==> src/shared/adccfg_pkg.sv <==
// Package: register map, field layout, reset values and shared types of the converter control block
package adccfg_pkg;

  // ----------------------------------------------------------------
  // Register addresses
  // ----------------------------------------------------------------
  localparam logic [7:0] ADDR_CONTROL = 8'hE8;
  localparam logic [7:0] ADDR_ACCUMULATOR_CONFIG = 8'hB3;
  localparam logic [7:0] ADDR_CONVERTER_CONFIG = 8'hBC;
  localparam logic [7:0] ADDR_RESULT_LOW = 8'hBD;
  localparam logic [7:0] ADDR_RESULT_HIGH = 8'hBE;

  // ----------------------------------------------------------------
  // Reset values
  // ----------------------------------------------------------------
  localparam logic [7:0] RESET_CONTROL = 8'h00;
  localparam logic [7:0] RESET_ACCUMULATOR_CONFIG = 8'h00;
  localparam logic [7:0] RESET_CONVERTER_CONFIG = 8'hF8;
  localparam logic [15:0] RESET_RESULT = 16'h0000;

  // ----------------------------------------------------------------
  // Field positions
  // ----------------------------------------------------------------
  localparam int CTRL_ENABLE_BIT = 7;
  localparam int CTRL_BURST_BIT = 6;
  localparam int CTRL_DONE_BIT = 5;
  localparam int CFG_DIV_MSB = 7;
  localparam int CFG_DIV_LSB = 3;
  localparam int CFG_EIGHT_BIT = 2;
  localparam int CFG_TRACK_BIT = 1;
  localparam int CFG_GAIN_BIT = 0;
  localparam int ACC_TWELVE_BIT = 7;
  localparam int ACC_ACCUM_BIT = 6;
  localparam int ACC_SJ_MSB = 5;
  localparam int ACC_SJ_LSB = 3;
  localparam int ACC_RPT_MSB = 2;
  localparam int ACC_RPT_LSB = 0;

  // ----------------------------------------------------------------
  // Counts and codes
  // ----------------------------------------------------------------
  localparam logic [2:0] DELAY_SAR_CYCLES = 3'h4;
  localparam logic [2:0] TWELVE_BIT_PASSES = 3'h4;
  localparam logic [2:0] SJ_LEFT = 3'h4;
  localparam logic [3:0] LEFT_SHIFT_12 = 4'h4;
  localparam logic [3:0] LEFT_SHIFT_10 = 4'h6;
  localparam logic [3:0] LEFT_SHIFT_8 = 4'h8;

  typedef enum logic [1:0] {
    ADCCFG_RES_10 = 2'h0,
    ADCCFG_RES_8 = 2'h1,
    ADCCFG_RES_12 = 2'h2
  } adccfg_res_t;

  // Request bundle toward the analog core
  typedef struct packed {
    logic sar_tick;
    logic start;
    logic track;
    logic gain_one;
    adccfg_res_t resolution;
  } adccfg_core_req_t;

endpackage : adccfg_pkg

==> src/design/adccfg_top.sv <==
// Design: converter configuration, sequencing and result accumulation for a SAR converter
// Operation
// (RULE1) SAR clock is converter input clock divided by divider field plus one.
// (RULE2) Input clock is system clock without burst, fast oscillator with burst.
// (RULE3) Software sets divider for SAR clock nearest the allowed maximum.
// (RULE4) Eight-bit mode bit set gives 8-bit, clear gives 10 or 12 bit; code gives 12-bit if the twelve-bit bit is also set.
// (RULE5) Normal track mode starts conversion right after start event when enabled.
// (RULE6) Delayed track starts four SAR clocks after start event, tracking meanwhile.
// (RULE7) Gain bit clear selects gain one half, set selects gain one.
// (RULE8) Twelve-bit bit enables 12-bit conversions at one quarter throughput.
// (RULE9) Without burst, result holds latest conversion, or running sum when accumulating.
// (RULE10) Format codes 0-3 right justify with shift, code 4 left justifies.
// (RULE11) Burst repeat codes 0-5 perform 1, 4, 8, 16, 32, 64 conversions.
// (RULE12) In 12-bit mode repeat codes 1-5 perform 1, 2, 4, 8, 16.
// (RULE13) Software keeps repeat count at zero while burst is off.
// (RULE14) Burst enable bit turns burst operation on when set.
// (RULE15) Done flag sets per conversion, or per burst; software clears it.
// (RULE16) Accumulator clears at each new burst or accumulation sequence.
module adccfg_top #(
  parameter int DATA_WIDTH = 12,
  parameter int ACC_WIDTH = 18
) (
  input wire logic clock,
  input wire logic srst,
  input wire logic sfr_write,
  input wire logic sfr_read,
  input wire logic [7:0] sfr_addr,
  input wire logic [7:0] sfr_wdata,
  output logic [7:0] sfr_rdata,
  input wire logic system_clock_source_tick,
  input wire logic hfosc_tick,
  input wire logic start_of_conversion,
  input wire logic core_done,
  input wire logic [DATA_WIDTH-1:0] core_data,
  output adccfg_pkg::adccfg_core_req_t core_req,
  output logic conversion_done_flag,
  output logic [15:0] result_word
);

  // ----------------------------------------------------------------
  // Registers
  // ----------------------------------------------------------------
  logic [7:0] control_reg;
  logic [7:0] accumulator_config_reg;
  logic [7:0] converter_config_reg;
  logic [15:0] result_reg;
  logic [7:0] rdata_reg;

  logic enable;
  logic burst_mode_enable;
  logic [4:0] sar_clock_divider;
  logic eight_bit_mode_enable;
  logic track_mode_select;
  logic gain_select;
  logic twelve_bit_mode_enable;
  logic accumulate_enable;
  logic [2:0] shift_justify_select;
  logic [2:0] repeat_count;

  assign enable = control_reg[adccfg_pkg::CTRL_ENABLE_BIT];
  assign burst_mode_enable = control_reg[adccfg_pkg::CTRL_BURST_BIT];
  assign sar_clock_divider = converter_config_reg[adccfg_pkg::CFG_DIV_MSB:adccfg_pkg::CFG_DIV_LSB];
  assign eight_bit_mode_enable = converter_config_reg[adccfg_pkg::CFG_EIGHT_BIT];
  assign track_mode_select = converter_config_reg[adccfg_pkg::CFG_TRACK_BIT];
  assign gain_select = converter_config_reg[adccfg_pkg::CFG_GAIN_BIT];
  assign twelve_bit_mode_enable = accumulator_config_reg[adccfg_pkg::ACC_TWELVE_BIT];
  assign accumulate_enable = accumulator_config_reg[adccfg_pkg::ACC_ACCUM_BIT];
  assign shift_justify_select = accumulator_config_reg[adccfg_pkg::ACC_SJ_MSB:adccfg_pkg::ACC_SJ_LSB];
  assign repeat_count = accumulator_config_reg[adccfg_pkg::ACC_RPT_MSB:adccfg_pkg::ACC_RPT_LSB];

  logic wr_control;
  logic wr_acc_cfg;
  logic result_event;
  logic done_set;

  assign wr_control = sfr_write && (sfr_addr == adccfg_pkg::ADDR_CONTROL);
  assign wr_acc_cfg = sfr_write && (sfr_addr == adccfg_pkg::ADDR_ACCUMULATOR_CONFIG);

  // ----------------------------------------------------------------
  // Register writes
  // ----------------------------------------------------------------
  always_ff @(posedge clock) begin
    if (srst) begin
      control_reg <= adccfg_pkg::RESET_CONTROL;
    end else begin
      if (wr_control) begin
        control_reg <= sfr_wdata;
      end
      if (done_set) begin
        control_reg[adccfg_pkg::CTRL_DONE_BIT] <= 1'b1; // RULE15
      end
    end
  end

  always_ff @(posedge clock) begin
    if (srst) begin
      accumulator_config_reg <= adccfg_pkg::RESET_ACCUMULATOR_CONFIG;
      converter_config_reg <= adccfg_pkg::RESET_CONVERTER_CONFIG;
    end else begin
      if (wr_acc_cfg) begin
        accumulator_config_reg <= sfr_wdata;
      end
      if (sfr_write && (sfr_addr == adccfg_pkg::ADDR_CONVERTER_CONFIG)) begin
        converter_config_reg <= sfr_wdata;
      end
    end
  end

  // ----------------------------------------------------------------
  // Converter input clock and SAR clock divider
  // ----------------------------------------------------------------
  logic adc_clk_en;
  logic [4:0] div_count_reg;
  logic sar_tick_reg;

  assign adc_clk_en = burst_mode_enable ? hfosc_tick : system_clock_source_tick; // RULE2 RULE14

  always_ff @(posedge clock) begin
    if (srst) begin
      div_count_reg <= 5'h00;
      sar_tick_reg <= 1'b0;
    end else begin
      sar_tick_reg <= 1'b0;
      if (adc_clk_en) begin
        if (div_count_reg >= sar_clock_divider) begin
          div_count_reg <= 5'h00;
          sar_tick_reg <= 1'b1; // RULE1
        end else begin
          div_count_reg <= div_count_reg + 5'h01;
        end
      end
    end
  end

  // ----------------------------------------------------------------
  // Conversion count per start event
  // ----------------------------------------------------------------
  logic [6:0] burst_total;

  always_comb begin
    burst_total = 7'h01;
    if (burst_mode_enable) begin
      if (twelve_bit_mode_enable) begin
        burst_total = (repeat_count == 3'h0) ? 7'h01 : 7'(7'h01 << (repeat_count - 3'h1)); // RULE12
      end else begin
        burst_total = (repeat_count == 3'h0) ? 7'h01 : 7'(7'h01 << (repeat_count + 3'h1)); // RULE11
      end
    end
  end

  // ----------------------------------------------------------------
  // Conversion sequencer
  // ----------------------------------------------------------------
  typedef enum logic [3:0] {
    ADCCFG_IDLE = 4'b0001,
    ADCCFG_DELAY = 4'b0010,
    ADCCFG_LAUNCH = 4'b0100,
    ADCCFG_CONVERT = 4'b1000
  } adccfg_state_t;

  adccfg_state_t state_reg;
  logic [2:0] delay_count_reg;
  logic [2:0] pass_count_reg;
  logic [6:0] conv_count_reg;
  logic start_reg;
  logic track_reg;
  logic [2:0] passes_needed;

  assign passes_needed = twelve_bit_mode_enable ? adccfg_pkg::TWELVE_BIT_PASSES : 3'h1;
  assign result_event = (state_reg == ADCCFG_CONVERT) && core_done && (pass_count_reg + 3'h1 >= passes_needed);
  assign done_set = result_event && (!burst_mode_enable || (conv_count_reg + 7'h01 >= burst_total)); // RULE15

  always_ff @(posedge clock) begin
    if (srst) begin
      state_reg <= ADCCFG_IDLE;
      delay_count_reg <= 3'h0;
      pass_count_reg <= 3'h0;
      conv_count_reg <= 7'h00;
      start_reg <= 1'b0;
      track_reg <= 1'b0;
    end else begin
      start_reg <= 1'b0;
      case (state_reg)
        ADCCFG_IDLE: begin
          conv_count_reg <= 7'h00;
          pass_count_reg <= 3'h0;
          delay_count_reg <= 3'h0;
          if (enable && start_of_conversion) begin
            if (track_mode_select) begin
              track_reg <= 1'b1; // RULE6
              state_reg <= ADCCFG_DELAY;
            end else begin
              state_reg <= ADCCFG_LAUNCH; // RULE5
            end
          end
        end
        ADCCFG_DELAY: begin
          if (sar_tick_reg) begin
            if (delay_count_reg == adccfg_pkg::DELAY_SAR_CYCLES - 3'h1) begin
              state_reg <= ADCCFG_LAUNCH; // RULE6
            end else begin
              delay_count_reg <= delay_count_reg + 3'h1;
            end
          end
        end
        ADCCFG_LAUNCH: begin
          if (sar_tick_reg) begin
            track_reg <= 1'b0;
            start_reg <= 1'b1;
            state_reg <= ADCCFG_CONVERT;
          end
        end
        ADCCFG_CONVERT: begin
          if (!enable) begin
            state_reg <= ADCCFG_IDLE;
          end else if (core_done) begin
            if (pass_count_reg + 3'h1 < passes_needed) begin
              pass_count_reg <= pass_count_reg + 3'h1; // RULE8
              state_reg <= ADCCFG_LAUNCH;
            end else if (done_set) begin
              state_reg <= ADCCFG_IDLE;
            end else begin
              pass_count_reg <= 3'h0;
              conv_count_reg <= conv_count_reg + 7'h01; // RULE11
              state_reg <= ADCCFG_LAUNCH;
            end
          end
        end
        default: begin
          state_reg <= ADCCFG_IDLE;
        end
      endcase
    end
  end

  // ----------------------------------------------------------------
  // Accumulator
  // ----------------------------------------------------------------
  logic [ACC_WIDTH-1:0] acc_reg;
  logic fresh_seq_reg;
  logic [ACC_WIDTH-1:0] acc_next;
  logic first_of_burst;

  assign first_of_burst = burst_mode_enable && (conv_count_reg == 7'h00);

  always_comb begin
    if (first_of_burst || fresh_seq_reg || (!burst_mode_enable && !accumulate_enable)) begin
      acc_next = ACC_WIDTH'(core_data); // RULE16 RULE9
    end else begin
      acc_next = acc_reg + ACC_WIDTH'(core_data); // RULE9
    end
  end

  always_ff @(posedge clock) begin
    if (srst) begin
      acc_reg <= '0;
      fresh_seq_reg <= 1'b1;
    end else begin
      if (result_event) begin
        acc_reg <= acc_next;
        fresh_seq_reg <= 1'b0;
      end
      if (wr_acc_cfg) begin
        fresh_seq_reg <= 1'b1; // RULE16
      end
    end
  end

  // ----------------------------------------------------------------
  // Result formatting
  // ----------------------------------------------------------------
  logic [3:0] left_shift;

  always_comb begin
    if (twelve_bit_mode_enable) begin
      left_shift = adccfg_pkg::LEFT_SHIFT_12;
    end else if (eight_bit_mode_enable) begin
      left_shift = adccfg_pkg::LEFT_SHIFT_8;
    end else begin
      left_shift = adccfg_pkg::LEFT_SHIFT_10;
    end
  end

  always_ff @(posedge clock) begin
    if (srst) begin
      result_reg <= adccfg_pkg::RESET_RESULT;
    end else if (shift_justify_select == adccfg_pkg::SJ_LEFT) begin
      result_reg <= 16'(acc_reg << left_shift); // RULE10
    end else if (shift_justify_select < adccfg_pkg::SJ_LEFT) begin
      result_reg <= 16'(acc_reg >> shift_justify_select[1:0]); // RULE10
    end
  end

  // ----------------------------------------------------------------
  // Register reads
  // ----------------------------------------------------------------
  always_ff @(posedge clock) begin
    if (srst) begin
      rdata_reg <= 8'h00;
    end else if (sfr_read) begin
      case (sfr_addr)
        adccfg_pkg::ADDR_CONTROL: rdata_reg <= control_reg;
        adccfg_pkg::ADDR_ACCUMULATOR_CONFIG: rdata_reg <= accumulator_config_reg;
        adccfg_pkg::ADDR_CONVERTER_CONFIG: rdata_reg <= converter_config_reg;
        adccfg_pkg::ADDR_RESULT_LOW: rdata_reg <= result_reg[7:0];
        adccfg_pkg::ADDR_RESULT_HIGH: rdata_reg <= result_reg[15:8];
        default: rdata_reg <= 8'h00;
      endcase
    end
  end

  // ----------------------------------------------------------------
  // Core request and outputs
  // ----------------------------------------------------------------
  always_ff @(posedge clock) begin
    if (srst) begin
      core_req <= '0;
    end else begin
      core_req.sar_tick <= sar_tick_reg;
      core_req.start <= start_reg;
      core_req.track <= track_reg;
      core_req.gain_one <= gain_select; // RULE7
      if (twelve_bit_mode_enable) begin
        core_req.resolution <= adccfg_pkg::ADCCFG_RES_12; // RULE8
      end else if (eight_bit_mode_enable) begin
        core_req.resolution <= adccfg_pkg::ADCCFG_RES_8; // RULE4
      end else begin
        core_req.resolution <= adccfg_pkg::ADCCFG_RES_10; // RULE4
      end
    end
  end

  assign sfr_rdata = rdata_reg;
  assign conversion_done_flag = control_reg[adccfg_pkg::CTRL_DONE_BIT];
  assign result_word = result_reg;

endmodule : adccfg_top

==> config.mk <==
export PLATFORM = sky130hd
export DESIGN_NAME = adccfg_top
export DESIGN_NICKNAME = d
export VERILOG_FILES = /design/src/shared/adccfg_pkg.sv /design/src/design/adccfg_top.sv
export SDC_FILE = /design/constraint.sdc
export NUM_CORES = 1
export LEC_CHECK = 0
export ABC_AREA = 1
export BUFFER_PORTS_ARGS = -buffer_cell sky130_fd_sc_hd__buf_2
export CORE_AREA = 2 2 105 107
export DETAILED_ROUTE_END_ITERATION = 7
export DIE_AREA = 0 0 107 109
export PLACE_DENSITY = 0.84
export SYNTH_ARGS = -nofsm -noshare
export SYNTH_HDL_FRONTEND = slang
export SYNTH_SLANG_ARGS = --single-unit
export TNS_END_PERCENT = 100
==> constraint.sdc <==
create_clock -name clock -period 2.7 [get_ports clock]
set_input_delay 0.135 -clock clock [delete_from_list [all_inputs] [get_ports clock]]
set_output_delay 0.135 -clock clock [all_outputs]
set_load 0.02 [all_outputs]
# [Word-level counts from Yosys, hierarchy flattened]
# Cells that the tools add are included.
[totals] output_inout_bits=31 word_cells=139 input_bits=36 regBits=98
[classes] n_reduce_logical=30 magnitude_cmp=5 shifts=4 mux=46 addsub=7 bitwise=2 eq_ne=23
[op_table] cell="7-bit two-way mux" n=8
[op_table] cell="8-bit == test, second input constant" n=5
[op_table] cell="8-bit one-hot mux with 5 select lines" n=1
[op_table] cell="16-bit two-way mux" n=2
[op_table] cell="4-bit two-way mux" n=8
[op_table] cell="3-bit two-way mux" n=10
[op_table] cell="2-bit inequality test, second input constant" n=10
[op_table] cell="18-bit by 12-bit adder with 18-bit output" n=1
[op_table] cell="18-bit two-way mux" n=1
[op_table] cell="18-bit by 4-bit left shift with 16-bit output" n=1
[op_table] cell="18-bit by 2-bit >> shifter with 16-bit output" n=1
[op_table] cell="4-bit one-hot mux with 4 select lines" n=1
[op_table] cell="7-bit one-hot mux with 2 select lines" n=1
[op_table] cell="1-bit by 3-bit left shift with 7-bit output, first input constant" n=2
[op_table] cell="3-bit one-hot mux with 2 select lines" n=2
[op_table] cell="5-bit AND reduction" n=2
[op_table] cell="2-bit nonzero test" n=5
[op_table] cell="3-bit by 1-bit adder with 3-bit output, second input constant" n=3
[op_table] cell="1-bit logical AND" n=9
[op_table] cell="1-bit two-way mux" n=8
[op_table] cell="4-bit AND reduction" n=2
[op_table] cell="2-bit OR reduction" n=4
[op_table] cell="7-bit by 1-bit adder with 7-bit output, second input constant" n=1
[op_table] cell="7-bit >= comparator" n=1
[op_table] cell="24 further kinds" n=28

# [Longest topological paths before layout]
# Gate-level depths: netlist (run 1).
[logic_depth] depth_word=13 mapped_depth=17 depth_no_buf=16

# [Least setup slack after synthesis (run 1)]
# OpenSTA, ideal clock, no wires.
[synth_timing] path_type="flip-flop to flip-flop" startpoint="reg accumulator_config_reg[7]" endpoint="reg conv_count_reg[5]" stages_incl_launch_ff=17 n_path_buf=2 setup_ns=0.113 path_slack_ns=0.455 period_less_slack_ns=2.245 required_time_ns=2.587 t_arrival_ns=2.132 path_cell_list="dfxtp_1 -> clkbuf_1 -> nand2_1 -> o22ai_1 -> nand2_1 -> ha_1 -> a21oi_1 -> nor2_1 -> nor2_1 -> nand2_1 -> nand2_1 -> nand2_1 -> nor2_2 -> buf_4 -> nand2_1 -> nand2_1 -> nor2_1"
[synth_between] elab_chain_len=7 word_cells_on_any_way=12 classes_between="order compare: 3; eq/ne: 2; mux: 3; reduce/logical: 4"
[synth_rtl] item="from (decl)" line_no="adccfg_top.sv:44" source="logic [7:0] accumulator_config_reg;"
[synth_rtl] item="from (signal assigned)" line_no="adccfg_top.sv:97" source="accumulator_config_reg <= adccfg_pkg::RESET_ACCUMULATOR_CONFIG;"
[synth_rtl] item="from (signal assigned)" line_no="adccfg_top.sv:101" source="accumulator_config_reg <= sfr_wdata;"
[synth_rtl] item="7-bit two-way mux" line_no="adccfg_top.sv:143" source="if (twelve_bit_mode_enable) begin"
[synth_rtl] item="7-bit two-way mux" line_no="adccfg_top.sv:142" source="if (burst_mode_enable) begin"
[synth_rtl] item="7-bit >= comparator" line_no="adccfg_top.sv:171" source="assign done_set = result_event && (!burst_mode_enable || (conv_count_reg + 7'h01 >= burst_total));"
[synth_rtl] item="1-bit logical OR" line_no="adccfg_top.sv:171"
[synth_rtl] item="1-bit logical AND" line_no="adccfg_top.sv:171"
[synth_rtl] item="2-bit inequality test (no source line)"
[synth_rtl] item="5-bit AND reduction (no source line) (*)"
[synth_rtl] item="to (signal assigned)" line_no="adccfg_top.sv:224" source="conv_count_reg <= conv_count_reg + 7'h01;"
[synth_rtl] item="to (decl)" line_no="adccfg_top.sv:164" source="logic [6:0] conv_count_reg;"
# Every way passes the cells marked *; elsewhere a longest branch is shown, timed or not.
# A chain may end at the register's enable or synchronous reset.

# [Worst setup path after layout (run 1)]
[layout_timing] startpoint="reg conv_count_reg[0]" endpoint="reg conv_count_reg[6]"
[layout_between] elab_chain_len=6 word_cells_on_any_way=11 classes_between="add/sub: 1; order compare: 1; eq/ne: 1; mux: 5; reduce/logical: 3"
[layout_rtl] item="7-bit by 1-bit adder with 7-bit output (*)" line_no="adccfg_top.sv:171, adccfg_top.sv:224"
[layout_rtl] item="7-bit >= comparator / 7-bit two-way mux (equally long branches)" line_no="adccfg_top.sv:171, adccfg_top.sv:220"
[layout_rtl] item="1-bit logical OR / 7-bit two-way mux (equally long branches)" line_no="adccfg_top.sv:171, adccfg_top.sv:217"
[layout_rtl] item="1-bit logical AND / 7-bit two-way mux (equally long branches)" line_no="adccfg_top.sv:171, adccfg_top.sv:216"
[layout_rtl] item="2-bit inequality test (no source line) / 7-bit two-way mux (equally long branches)"
[layout_rtl] item="5-bit AND reduction (no source line) / 7-bit one-hot mux with 2 select lines (equally long branches)"
# Every way passes the cells marked *; elsewhere a longest branch is shown, timed or not. The select of a mux whose other input is x is not followed.

==> results of run 1 <==
-- final cells by class --
cell class,count,area share (%)
tap,140,2.64
timing repair buffer,76,6.10
multi-input combinational,667,52.5
clock buffer,9,1.86
sequential,98,29.5
inverter,114,6.44
clock inverter,7,0.885
-- power groups by stage --
stage / clock (mW) / combinational [mW] / sequential [mW]
after CTS: 0.936 / 0.683 / 1.57
after floorplan: 0 / 0.521 / 1.60
final: 0.924 / 0.681 / 1.57
after detailed placement: 0 / 0.680 / 1.61
after global routing: 0.989 / 0.791 / 1.58
after global placement: 0 / 0.664 / 1.60
-- routing by layer --
metal / global-route usage, % / vias up / wire (um)
li1: - / 3154 / -
met1: 34.5 / 2845 / 6790
met3: 4.06 / 37 / 839
met4: 12.2 / 0 / 470
met2: 48.3 / 197 / 7710
met5: 0 / - / 0
-- logic make-up after synthesis --
kind of cell | share of synthesized area (%)
xor gates and xnor gates | 1.89
adders and majority gates | 6.98
and+or+nand+nor | 28.3
muxes | 0.166
buffers and inverters | 9.51
DFF | 32.6
AOI/OAI and AO/OA | 20.6
-- metrics by stage --
| stage | hold slack, ps | util (%) | total power, mW |
|---|---|---|---|
| floorplan | 283 | - | 2.12 |
| global placement | 394 | 60.9 | 2.27 |
| detailed placement | 404 | 60.9 | 2.29 |
| CTS | 2.42 | 62.7 | 3.19 |
| global route | 13.6 | 62.7 | 3.36 |
| finish | 17.7 | 62.7 | 3.18 |
-- worst min-delay path: stages --
cell and delay (ps):
buf_2 110, inv_1 70, a21oi_1 60
-- synth_stat cells (2+ instances only) --
master and number:
buf_2 8, inv_2 2, nor2_1 92, nand2_1 205, o221ai_1 3, dfxtp_1 98, a31oi_1 5, nand3b_1 2
nand3_1 60, o21ai_0 86, ha_1 32, xnor2_1 2, nor2_2 3, nor4_2 2, o21bai_1 3, o22ai_1 9
clkbuf_1 19, a21oi_1 81, nor3_1 16, a22oi_1 2, inv_1 110, clkinv_1 2, buf_1 2, buf_4 2
o211ai_1 26, xor2_1 11, nor4_4 2, nand4_1 12
-- final timing paths --
kind                                   from                              endpoint  slack, ps
min                            sfr_wdata[2]  converter_config_reg[2]$_SDFFE_PP0P_         20
max          conv_count_reg[0]$_SDFFE_PP0P_        conv_count_reg[6]$_SDFFE_PP0P_        320
min reg2reg            start_reg$_SDFF_PP0_                core_req[4]$_SDFF_PP0_        420
max reg2reg  conv_count_reg[0]$_SDFFE_PP0P_        conv_count_reg[6]$_SDFFE_PP0P_        320
==> results.tsv, run 1 <==
stage	metric	value	unit
outcome	status	finished, final reports clean	
detailed_routing	dr.pass1.iters	5	
critical_path	startpoint_type	flop	
clock_network	post-cts-setup-buffers	0	
grt	grt_pass1_wl	26000	um
detailed_routing	wl	15800	um
power_and_ir_drop	seqPwrFrac	49.5	%
place	place_congestion	0.938	
clock_network	clockBufferDepth	2	
cells_and_area	largest_reg_flops	18	
grt	first_global_vias	5687	
timing	slew_viol_final	0	
flow_run	drv_cap	0	
clock_network	clockRootBuffer	clkbuf_8	
timing	finalCritPeriodShare	88.1	%
place	portBuffers	66	
grt	grt_max_degree	57	
timing	setup_ws	320	ps
cells_and_area	diodes	0	
critical_path	critical_path_depth	16	
cells_and_area	stdcell_area	6640	um2
detailed_routing	wl_per_cell	14.2	um
critical_path	crit_top_cell	nand2_1	
grt	grt.overflow.total	0	
critical_path	worstSetupPathType	flop to flop	
cells_and_area	final_common_cell	nand2_1	
min_path	hold_depth	3	
clock_network	cts_tree	built	
timing	setup_violations	0	
synthesis	synth_edf_count	0	
clock_network	cts_hold_buf	0	
synthesis	avgSynthCellArea	6.61	um2
critical_path	slowest_delay	420	ps
critical_path	reg2reg_depth	16	
clock_network	cts-htree-levels	3	
synthesis	synthCells	911	
power_and_ir_drop	p_switching	1.07	mW
timing	finalHoldViolCount	0	
place	dp_slack	340	ps
clock_network	clkTransAtPathRegs	110	ps
synthesis	async_flop_share	0	%
clock_network	clock_sinks	98	
timing	worst_pin_slew	858	ps
detailed_routing	num_vias	6233	
timing	fmax	420	MHz
timing	relSlewSlack	42.3	%
floorplanning	start_util	56.8	%
critical_path	arrival	2680	ps
detailed_routing	drt-vias-per-instance	5.61	
synthesis	ys.flop_type	dfxtp_1	
timing	clock_skew	14.1	ps
synthesis	synth_nets	980	
cells_and_area	multi_input_area	3490	um2
synthesis	synthTopCellsByArea	dfxtp_1 (33%), nand2_1 (13%), o21ai_0 (7.1%)	
critical_path	cpMaxStageDelayCell	dfxtp_1	
clock_network	clkLatencyLatePin	390	ps
cells_and_area	layout_common_cells	nand2_1 (205), inv_1 (110), dfxtp_1 (98)	
timing	setup_tns	0	ps
synthesis	ys_seq_area_share	32.6	%
clock_network	cts_resized	0	
detailed_routing	antenna_left	0	
power_and_ir_drop	irDropWorstVdd	314	uV
synthesis	ys_seq_elements	98	
detailed_routing	dr.first_iter.drc_count	480	
cells_and_area	syn_to_final_growth	10.3	%
critical_path	critPathMaxFanout	14	
power_and_ir_drop	p_sw_share	33.5	%
floorplanning	die_area	11700	um2
place	dpl-instance-area	6460	um2
min_path	min_path_type	primary input to flop	
cells_and_area	fin_nets	1035	
critical_path	cp_cell_sequence	ha_1, nand3_1, nor3_1, xor2_1, ha_1, nand2_1, nor2_1, nor2_1, nand2_1, nand2_1, nand2_1, nor2_2, buf_4, nand2_1, nand2_1, nor2_1	
cells_and_area	regArea	1960	um2
cells_and_area	fillers	984	
power_and_ir_drop	power.density	478	nW/um2
synthesis	yosysTopAreaCell	dfxtp_1	
detailed_routing	remaining_drc_errors	0	
floorplanning	rows	38	
synthesis	yosysTopAreaCellShare	32.6	%
power_and_ir_drop	p_comb_share	21.4	%
timing	fin_crit	2380	ps
critical_path	crit_family	simple AND/OR/NAND/NOR gates	
place	dp_cells	1095	
critical_path	cp-end-kind	flop	
timing	rsz0062_at_grt	no	
power_and_ir_drop	internal_power	2.11	mW
power_and_ir_drop	total_leakage_power	3.03	nW
synthesis	yosysUniqueCellTypes	42	
synthesis	syn_area	6030	um2
critical_path	cp_num_buf_inv	1	
floorplanning	pin_count	67	
power_and_ir_drop	clockPowerShare	29.1	%
synthesis	ys_warn_count	0	
grt	antenna_found_initial	0	
cells_and_area	drive_gt1_share	10.7	%
critical_path	worst_ep_required_time	3000	ps
floorplanning	die_w	107	um
cells_and_area	stdcell_count	1111	
floorplanning	chipHeight	109	um
floorplanning	core_area	10600	um2
clock_network	cts_buffers	9	
grt	track_usage	27.8	%
place	dp_hpwl	11800	um
(Power assumes the default switching activity.)
==> inputs of run 2 (changes only) <==
- ABC_AREA: 1 -> not set
- CORE_AREA: 2 2 105 107 -> 2 2 104 106
- DIE_AREA: 0 0 107 109 -> 0 0 106 108
- PLACE_DENSITY: 0.84 -> 0.85
==> results.tsv, run 2 <==
stage	metric	value	unit
critical_path	startpoint_type	flop	
detailed_routing	antenna_left	0	
power_and_ir_drop	power.density	397	nW/um2
timing	setup_violations	3	
timing	worst_pin_slew	802	ps
grt	met1_usage	35.0	%
power_and_ir_drop	p_sw_share	28.6	%
cells_and_area	fillers	783	
floorplanning	start_util	58.3	%
min_path	hold_depth	3	
critical_path	cp_cell_sequence	ha_4, nand3_2, nor2_2, xor2_1, ha_1, and3_4, a221o_1, a31oi_4, o21ai_4, or4_1, a21oi_1	
place	portBuffers	66	
clock_network	cts_buffers	9	
grt	antenna_found_initial	0	
min_path	min_path_type	primary input to flop	
timing	setup_ws	-87.6	ps
critical_path	crit_family	compound AO/OA/AOI/OAI gates	
critical_path	arrival	3080	ps
timing	rsz0062_at_grt	yes	
timing	finalHoldViolCount	0	
min_path	hold-path-endpoint	converter_config_reg[4]$_SDFFE_PP1P_	
critical_path	r2r_slack	-90	ps
cells_and_area	largest_reg_flops	18	
power_and_ir_drop	p_comb_share	14.2	%
synthesis	synth_nets	797	
timing	slew_viol_final	0	
timing	hold-worst-slack	29.9	ps
floorplanning	die_w	106	um
clock_network	clkLatencyLatePin	360	ps
floorplanning	die_area	11400	um2
power_and_ir_drop	total_leakage_power	2.75	nW
critical_path	cpMaxStageDelayCell	or4_1	
cells_and_area	final_common_cell	dfxtp_1	
synthesis	yosysMostFrequentCell	dfxtp_1	
clock_network	clockBufferDepth	2	
grt	globalRouteMet3Util	4.22	%
timing	fin_crit	2790	ps
synthesis	ys_seq_elements	98	
power_and_ir_drop	p_total	2.75	mW
cells_and_area	stdcell_area	6930	um2
synthesis	synth_edf_count	0	
outcome	violations	negative setup slack	
grt	met2_usage	47.6	%
timing	fmax	359	MHz
synthesis	avgSynthCellArea	8.19	um2
timing	finalCritPeriodShare	103	%
detailed_routing	num_vias	5979	
detailed_routing	wl	16100	um
detailed_routing	dr.first_iter.drc_count	557	
place	dpl-instance-area	6580	um2
cells_and_area	regArea	1980	um2
clock_network	clkTransAtPathRegs	100	ps
floorplanning	chipHeight	108	um
synthesis	yosysTopAreaCell	dfxtp_1	
place	dp_cells	920	
detailed_routing	drt-vias-per-instance	6.31	
critical_path	worstSetupPathType	flop to flop	
synthesis	synth_commonest_cells	dfxtp_1 (98), nor2_1 (83), nand2_1 (80)	
grt	grt_max_degree	37	
critical_path	cp_num_buf_inv	0	
outcome	status	complete, but fails checks	
synthesis	ys_warn_count	0	
clock_network	cts-htree-levels	3	
floorplanning	core_area	10200	um2
critical_path	critPathMaxFanout	8	
floorplanning	rows	37	
synthesis	syn_area	5970	um2
synthesis	synthCells	728	
clock_network	clockRootBuffer	clkbuf_8	
power_and_ir_drop	internal_power	1.96	mW
clock_network	cts_hold_buf	0	
synthesis	async_flop_share	0	%
clock_network	clock_sinks	98	
detailed_routing	remaining_drc_errors	0	
synthesis	yosysTopAreaCellShare	32.9	%
critical_path	worst_ep_required_time	2990	ps
cells_and_area	drive_gt1_share	21.1	%
critical_path	cp-end-kind	flop	
synthesis	ys.flop_type	dfxtp_1	
power_and_ir_drop	p_switching	0.789	mW
cells_and_area	multi_input_area	3850	um2
grt	busiest_layer	met2	
min_path	worstHoldStart	sfr_wdata[4]	
grt	first_global_vias	5720	
critical_path	r2r_start	conv_count_reg[0]$_SDFFE_PP0P_	
power_and_ir_drop	irDropWorstVdd	211	uV
cells_and_area	stdcell_count	947	
place	place_congestion	0.945	
detailed_routing	dr.pass1.iters	6	
timing	relSlewSlack	46.4	%
power_and_ir_drop	seqPwrFrac	54.6	%
critical_path	slowest_delay	440	ps
synthesis	ys_seq_area_share	32.9	%
cells_and_area	syn_to_final_growth	16.2	%
timing	clock_skew	9.65	ps
cells_and_area	diodes	0	
grt	track_usage	28.1	%
critical_path	timing.rr.end	conv_count_reg[4]$_SDFFE_PP0P_	
grt	grt_pass1_wl	26400	um
critical_path	reg2reg_depth	11	
synthesis	yosysUniqueCellTypes	62	
cells_and_area	layout_common_cells	dfxtp_1 (90), nor2_1 (81), nand2_1 (80)	
clock_network	cts_tree	built	
cells_and_area	final_core_util	67.8	%
detailed_routing	wl_per_cell	17.0	um
synthesis	synthTopCellsByArea	dfxtp_1 (33%), ha_1 (6.7%), mux2i_1 (5.9%)	
flow_run	drv_cap	0	
place	dp_hpwl	11300	um
cells_and_area	fin_nets	875	
floorplanning	pin_count	67	
grt	grt.overflow.total	0	
power_and_ir_drop	clockPowerShare	31.2	%
[run 2: worst register-to-register path, cell delays in order (launching register included)]
cell	delay (ps)
dfxtp_4	380
ha_4	140
nand3_2	90
nor2_2	120
xor2_1	220
ha_1	290
and3_4	180
a221o_1	340
a31oi_4	220
o21ai_4	110
or4_1	440
a21oi_1	170
[run 2: worst max-delay path by stage]
stage	to	slack, ps	cells past startpoint	start
finish	conv_count_reg[4]$_SDFFE_PP0P_	-90	11	conv_count_reg[0]$_SDFFE_PP0P_
global placement	conv_count_reg[4]$_SDFFE_PP0P_	20	10	conv_count_reg[2]$_SDFFE_PP0P_
floorplan	conv_count_reg[3]$_SDFFE_PP0P_	10	12	conv_count_reg[0]$_SDFFE_PP0P_
detailed placement	conv_count_reg[3]$_SDFFE_PP0P_	-70	11	conv_count_reg[0]$_SDFFE_PP0P_
global route	conv_count_reg[4]$_SDFFE_PP0P_	-150	11	conv_count_reg[0]$_SDFFE_PP0P_
CTS	conv_count_reg[3]$_SDFFE_PP0P_	5	11	conv_count_reg[0]$_SDFFE_PP0P_
[run 2: area by class of cell]
type                    instances  share of cell area, %
clock inverters                 5                  0.541
inverters                      20                   1.08
multi-input cells             565                   55.6
repair buffers                112                   9.91
flip-flops and latches         98                   28.5
clock buffers                  11                   1.89
well taps                     136                   2.45
[run 2: power groups by stage]
stage | Clock [mW] | Sequential [mW] | Combinational, mW
after floorplan | 0 | 1.52 | 0.265
after global placement | 0 | 1.54 | 0.346
after detailed placement | 0 | 1.54 | 0.361
after CTS | 0.869 | 1.51 | 0.367
after global routing | 0.936 | 1.51 | 0.429
final | 0.860 | 1.50 | 0.391
[run 2: per-stage QoR]
stage / TNS, ps / worst slack [ps]
2_1_floorplan: 0 / 9.68
3_3_place_gp: 0 / 21.9
3_5_place_dp: -248 / -73.9
4_1_cts: 0 / 4.53
5_1_grt: -688 / -145
6_report: -155 / -87.6
[run 2: cells by family (layout without fill, tap and decap cells)]
group / Yosys count / in the layout / share of synthesized area [%]
AND/OR/NAND/NOR: 282 / 282 / 23.7
AO/OA/AOI/OAI: 185 / 185 / 20.8
flip-flops: 98 / 98 / 32.9
buffers and inverters: 65 / 148 / 4.22
multiplexers: 43 / 43 / 8.14
adder cells (fa/ha/maj): 33 / 33 / 7.05
XOR/XNOR: 22 / 22 / 3.23
[run 2: what timing repair did]
| item | 4_1_cts | 5_1_grt |
|---|---|---|
| gates resized for setup | 6 | 25 |
| setup buffers | 6 | 5 |
| setup endpoints to repair | 7 | 16 |
| pin swaps | 0 | 6 |
[run 2: routing by layer]
layer	vias up	wire length [um]
li1	2813	-
met5	-	0
met1	2815	6820
met4	0	574
met2	298	7640
met3	53	1090
==> inputs of run 3 (changes only) <==
- CORE_AREA: 2 2 104 106 -> 2 2 109 111
- DIE_AREA: 0 0 106 108 -> 0 0 111 113
- PLACE_DENSITY: 0.85 -> 0.82
- clock period: 2.7 -> 2.3 ns (I/O delays scaled with it)
==> results.tsv, run 3 (same netlist as run 2, synthesis figures left out) <==
stage	metric	value	unit
outcome	status	complete, but fails checks	
outcome	violations	negative setup slack	
floorplanning	start_util	52.9	%
power_and_ir_drop	irDropWorstVdd	425	uV
timing	fmax	370	MHz
detailed_routing	drt-vias-per-instance	6.15	
critical_path	critPathMaxFanout	9	
timing	slew_viol_final	0	
grt	antenna_found_initial	0	
critical_path	slowest_delay	420	ps
floorplanning	core_area	11300	um2
min_path	worstHoldStart	core_data[2]	
cells_and_area	largest_reg_flops	18	
min_path	hold_depth	3	
critical_path	startpoint_type	flop	
power_and_ir_drop	power.density	500	nW/um2
grt	grt_max_degree	41	
critical_path	arrival	2970	ps
detailed_routing	antenna_left	0	
cells_and_area	layout_common_cells	dfxtp_1 (88), nand2_1 (80), nor2_1 (80)	
clock_network	cts_buffers	9	
clock_network	cts_tree	built	
clock_network	clockRootBuffer	clkbuf_16	
critical_path	timing.rr.end	conv_count_reg[4]$_SDFFE_PP0P_	
place	dp_hpwl	12100	um
critical_path	cpMaxStageDelayCell	or4_1	
power_and_ir_drop	p_comb_share	13.8	%
clock_network	clkLatencyLatePin	350	ps
place	portBuffers	66	
grt	first_global_vias	5844	
clock_network	clkTransAtPathRegs	70	ps
clock_network	clock_sinks	98	
timing	setup_ws	-401	ps
cells_and_area	syn_to_final_growth	25.0	%
timing	rsz0062_at_grt	yes	
floorplanning	pin_count	67	
timing	fin_crit	2700	ps
floorplanning	die_area	12500	um2
detailed_routing	dr.pass1.iters	6	
timing	clock_skew	8.82	ps
timing	setup_tns	-4100	ps
floorplanning	die_w	111	um
timing	setup_violations	14	
timing	worst_pin_slew	704	ps
timing	relSlewSlack	53.0	%
detailed_routing	remaining_drc_errors	0	
floorplanning	rows	39	
cells_and_area	fin_nets	907	
critical_path	r2r_start	conv_count_reg[1]$_SDFFE_PP0P_	
place	place_congestion	0.905	
power_and_ir_drop	total_leakage_power	3.01	nW
power_and_ir_drop	p_total	3.73	mW
power_and_ir_drop	p_sw_share	27.5	%
critical_path	cp-end-kind	flop	
power_and_ir_drop	seqPwrFrac	46.6	%
power_and_ir_drop	internal_power	2.70	mW
clock_network	cts-htree-levels	3	
timing	finalHoldViolCount	0	
floorplanning	chipHeight	113	um
detailed_routing	wl	17100	um
critical_path	worstSetupPathType	flop to flop	
min_path	min_path_type	primary input to flop	
detailed_routing	dr.first_iter.drc_count	588	
power_and_ir_drop	clockPowerShare	39.6	%
timing	hold-worst-slack	44.6	ps
detailed_routing	wl_per_cell	17.4	um
critical_path	cp_cell_sequence	ha_4, nand3_4, nor2_4, xor2_2, ha_1, and3_4, a221o_1, a31oi_4, o21ai_4, or4_1, a21oi_1	
clock_network	clockBufferDepth	2	
grt	grt_pass1_wl	27800	um
timing	finalCritPeriodShare	117	%
grt	grt.overflow.total	0	
cells_and_area	diodes	0	
power_and_ir_drop	p_switching	1.03	mW
min_path	hold-path-endpoint	acc_reg[2]$_SDFFE_PP0P_	
cells_and_area	drive_gt1_share	26.2	%
cells_and_area	final_common_cell	dfxtp_1	
flow_run	drv_cap	0	
critical_path	worst_ep_required_time	2570	ps
detailed_routing	num_vias	6061	
grt	track_usage	26.5	%
critical_path	r2r_slack	-400	ps
critical_path	reg2reg_depth	11	
-- run 3: worst max-delay path: cells and delay by family (launching register included) --
kind,cells,cell delay (ps)
XOR/XNOR,1,190
adder cells (fa/ha/maj),2,410
flip-flops,1,370
AO/OA/AOI/OAI,4,840
AND/OR/NAND/NOR,4,810
-- run 3: worst max-delay path by stage --
| stage | from | to | slack (ps) | depth (start not counted) |
|---|---|---|---|---|
| after floorplan | accumulator_config_reg[7]$_SDFFE_PP0P_ | conv_count_reg[3]$_SDFFE_PP0P_ | -320 | 12 |
| after detailed placement | conv_count_reg[0]$_SDFFE_PP0P_ | conv_count_reg[4]$_SDFFE_PP0P_ | -470 | 11 |
| after global placement | conv_count_reg[0]$_SDFFE_PP0P_ | conv_count_reg[2]$_SDFFE_PP0P_ | -370 | 11 |
| after CTS | conv_count_reg[1]$_SDFFE_PP0P_ | conv_count_reg[4]$_SDFFE_PP0P_ | -340 | 11 |
| final | conv_count_reg[1]$_SDFFE_PP0P_ | conv_count_reg[4]$_SDFFE_PP0P_ | -400 | 11 |
| after global routing | conv_count_reg[1]$_SDFFE_PP0P_ | state_reg[2]$_SDFFE_PP0P_ | -510 | 12 |
-- run 3: area by class of cell --
type / count / area, um2
multi-input cells: 565 / 4010
fillers: 876 / 3810
flip-flops and latches: 98 / 1980
repair buffers: 144 / 931
clock buffers: 10 / 239
well taps: 143 / 179
inverters: 20 / 75.1
clock inverters: 6 / 48.8
-- run 3: timing repair --
| action | 4_1_cts | 5_1_grt |
|---|---|---|
| endpoints found under the setup margin | 17 | 21 |
| hold buffers | 0 | 0 |
| buffers inserted | 9 | 4 |
| pin swaps | 18 | 17 |
| gates resized for setup | 23 | 27 |
-- run 3: layer usage --
layer | GRT usage, % | wire length [um] | up-vias
met2 | 46.4 | 8430 | 309
met4 | 9.83 | 355 | 0
met1 | 33.6 | 7180 | 2840
met3 | 3.32 | 1160 | 37
li1 | - | - | 2875
met5 | 0 | 0 | -
-- run 3: power by group through the flow --
stage,clock network [mW],registers (mW),logic (mW)
floorplan,0,1.78,0.312
global placement,0,1.78,0.444
detailed placement,0,1.78,0.458
CTS,1.48,1.74,0.497
global route,1.54,1.74,0.559
finish,1.47,1.74,0.514
-- run 3: through the flow --
stage / instance area (um2) / util (%) / cells / setup WS [ps]
6_report: 7460 / 66.2 / 986 / -401
5_1_grt: 7460 / 66.2 / 986 / -515
4_1_cts: 7320 / 64.9 / 984 / -338
3_5_place_dp: 6870 / 61.0 / 959 / -471
3_3_place_gp: 6870 / 61.0 / 959 / -370
2_1_floorplan: 6070 / - / 728 / -319
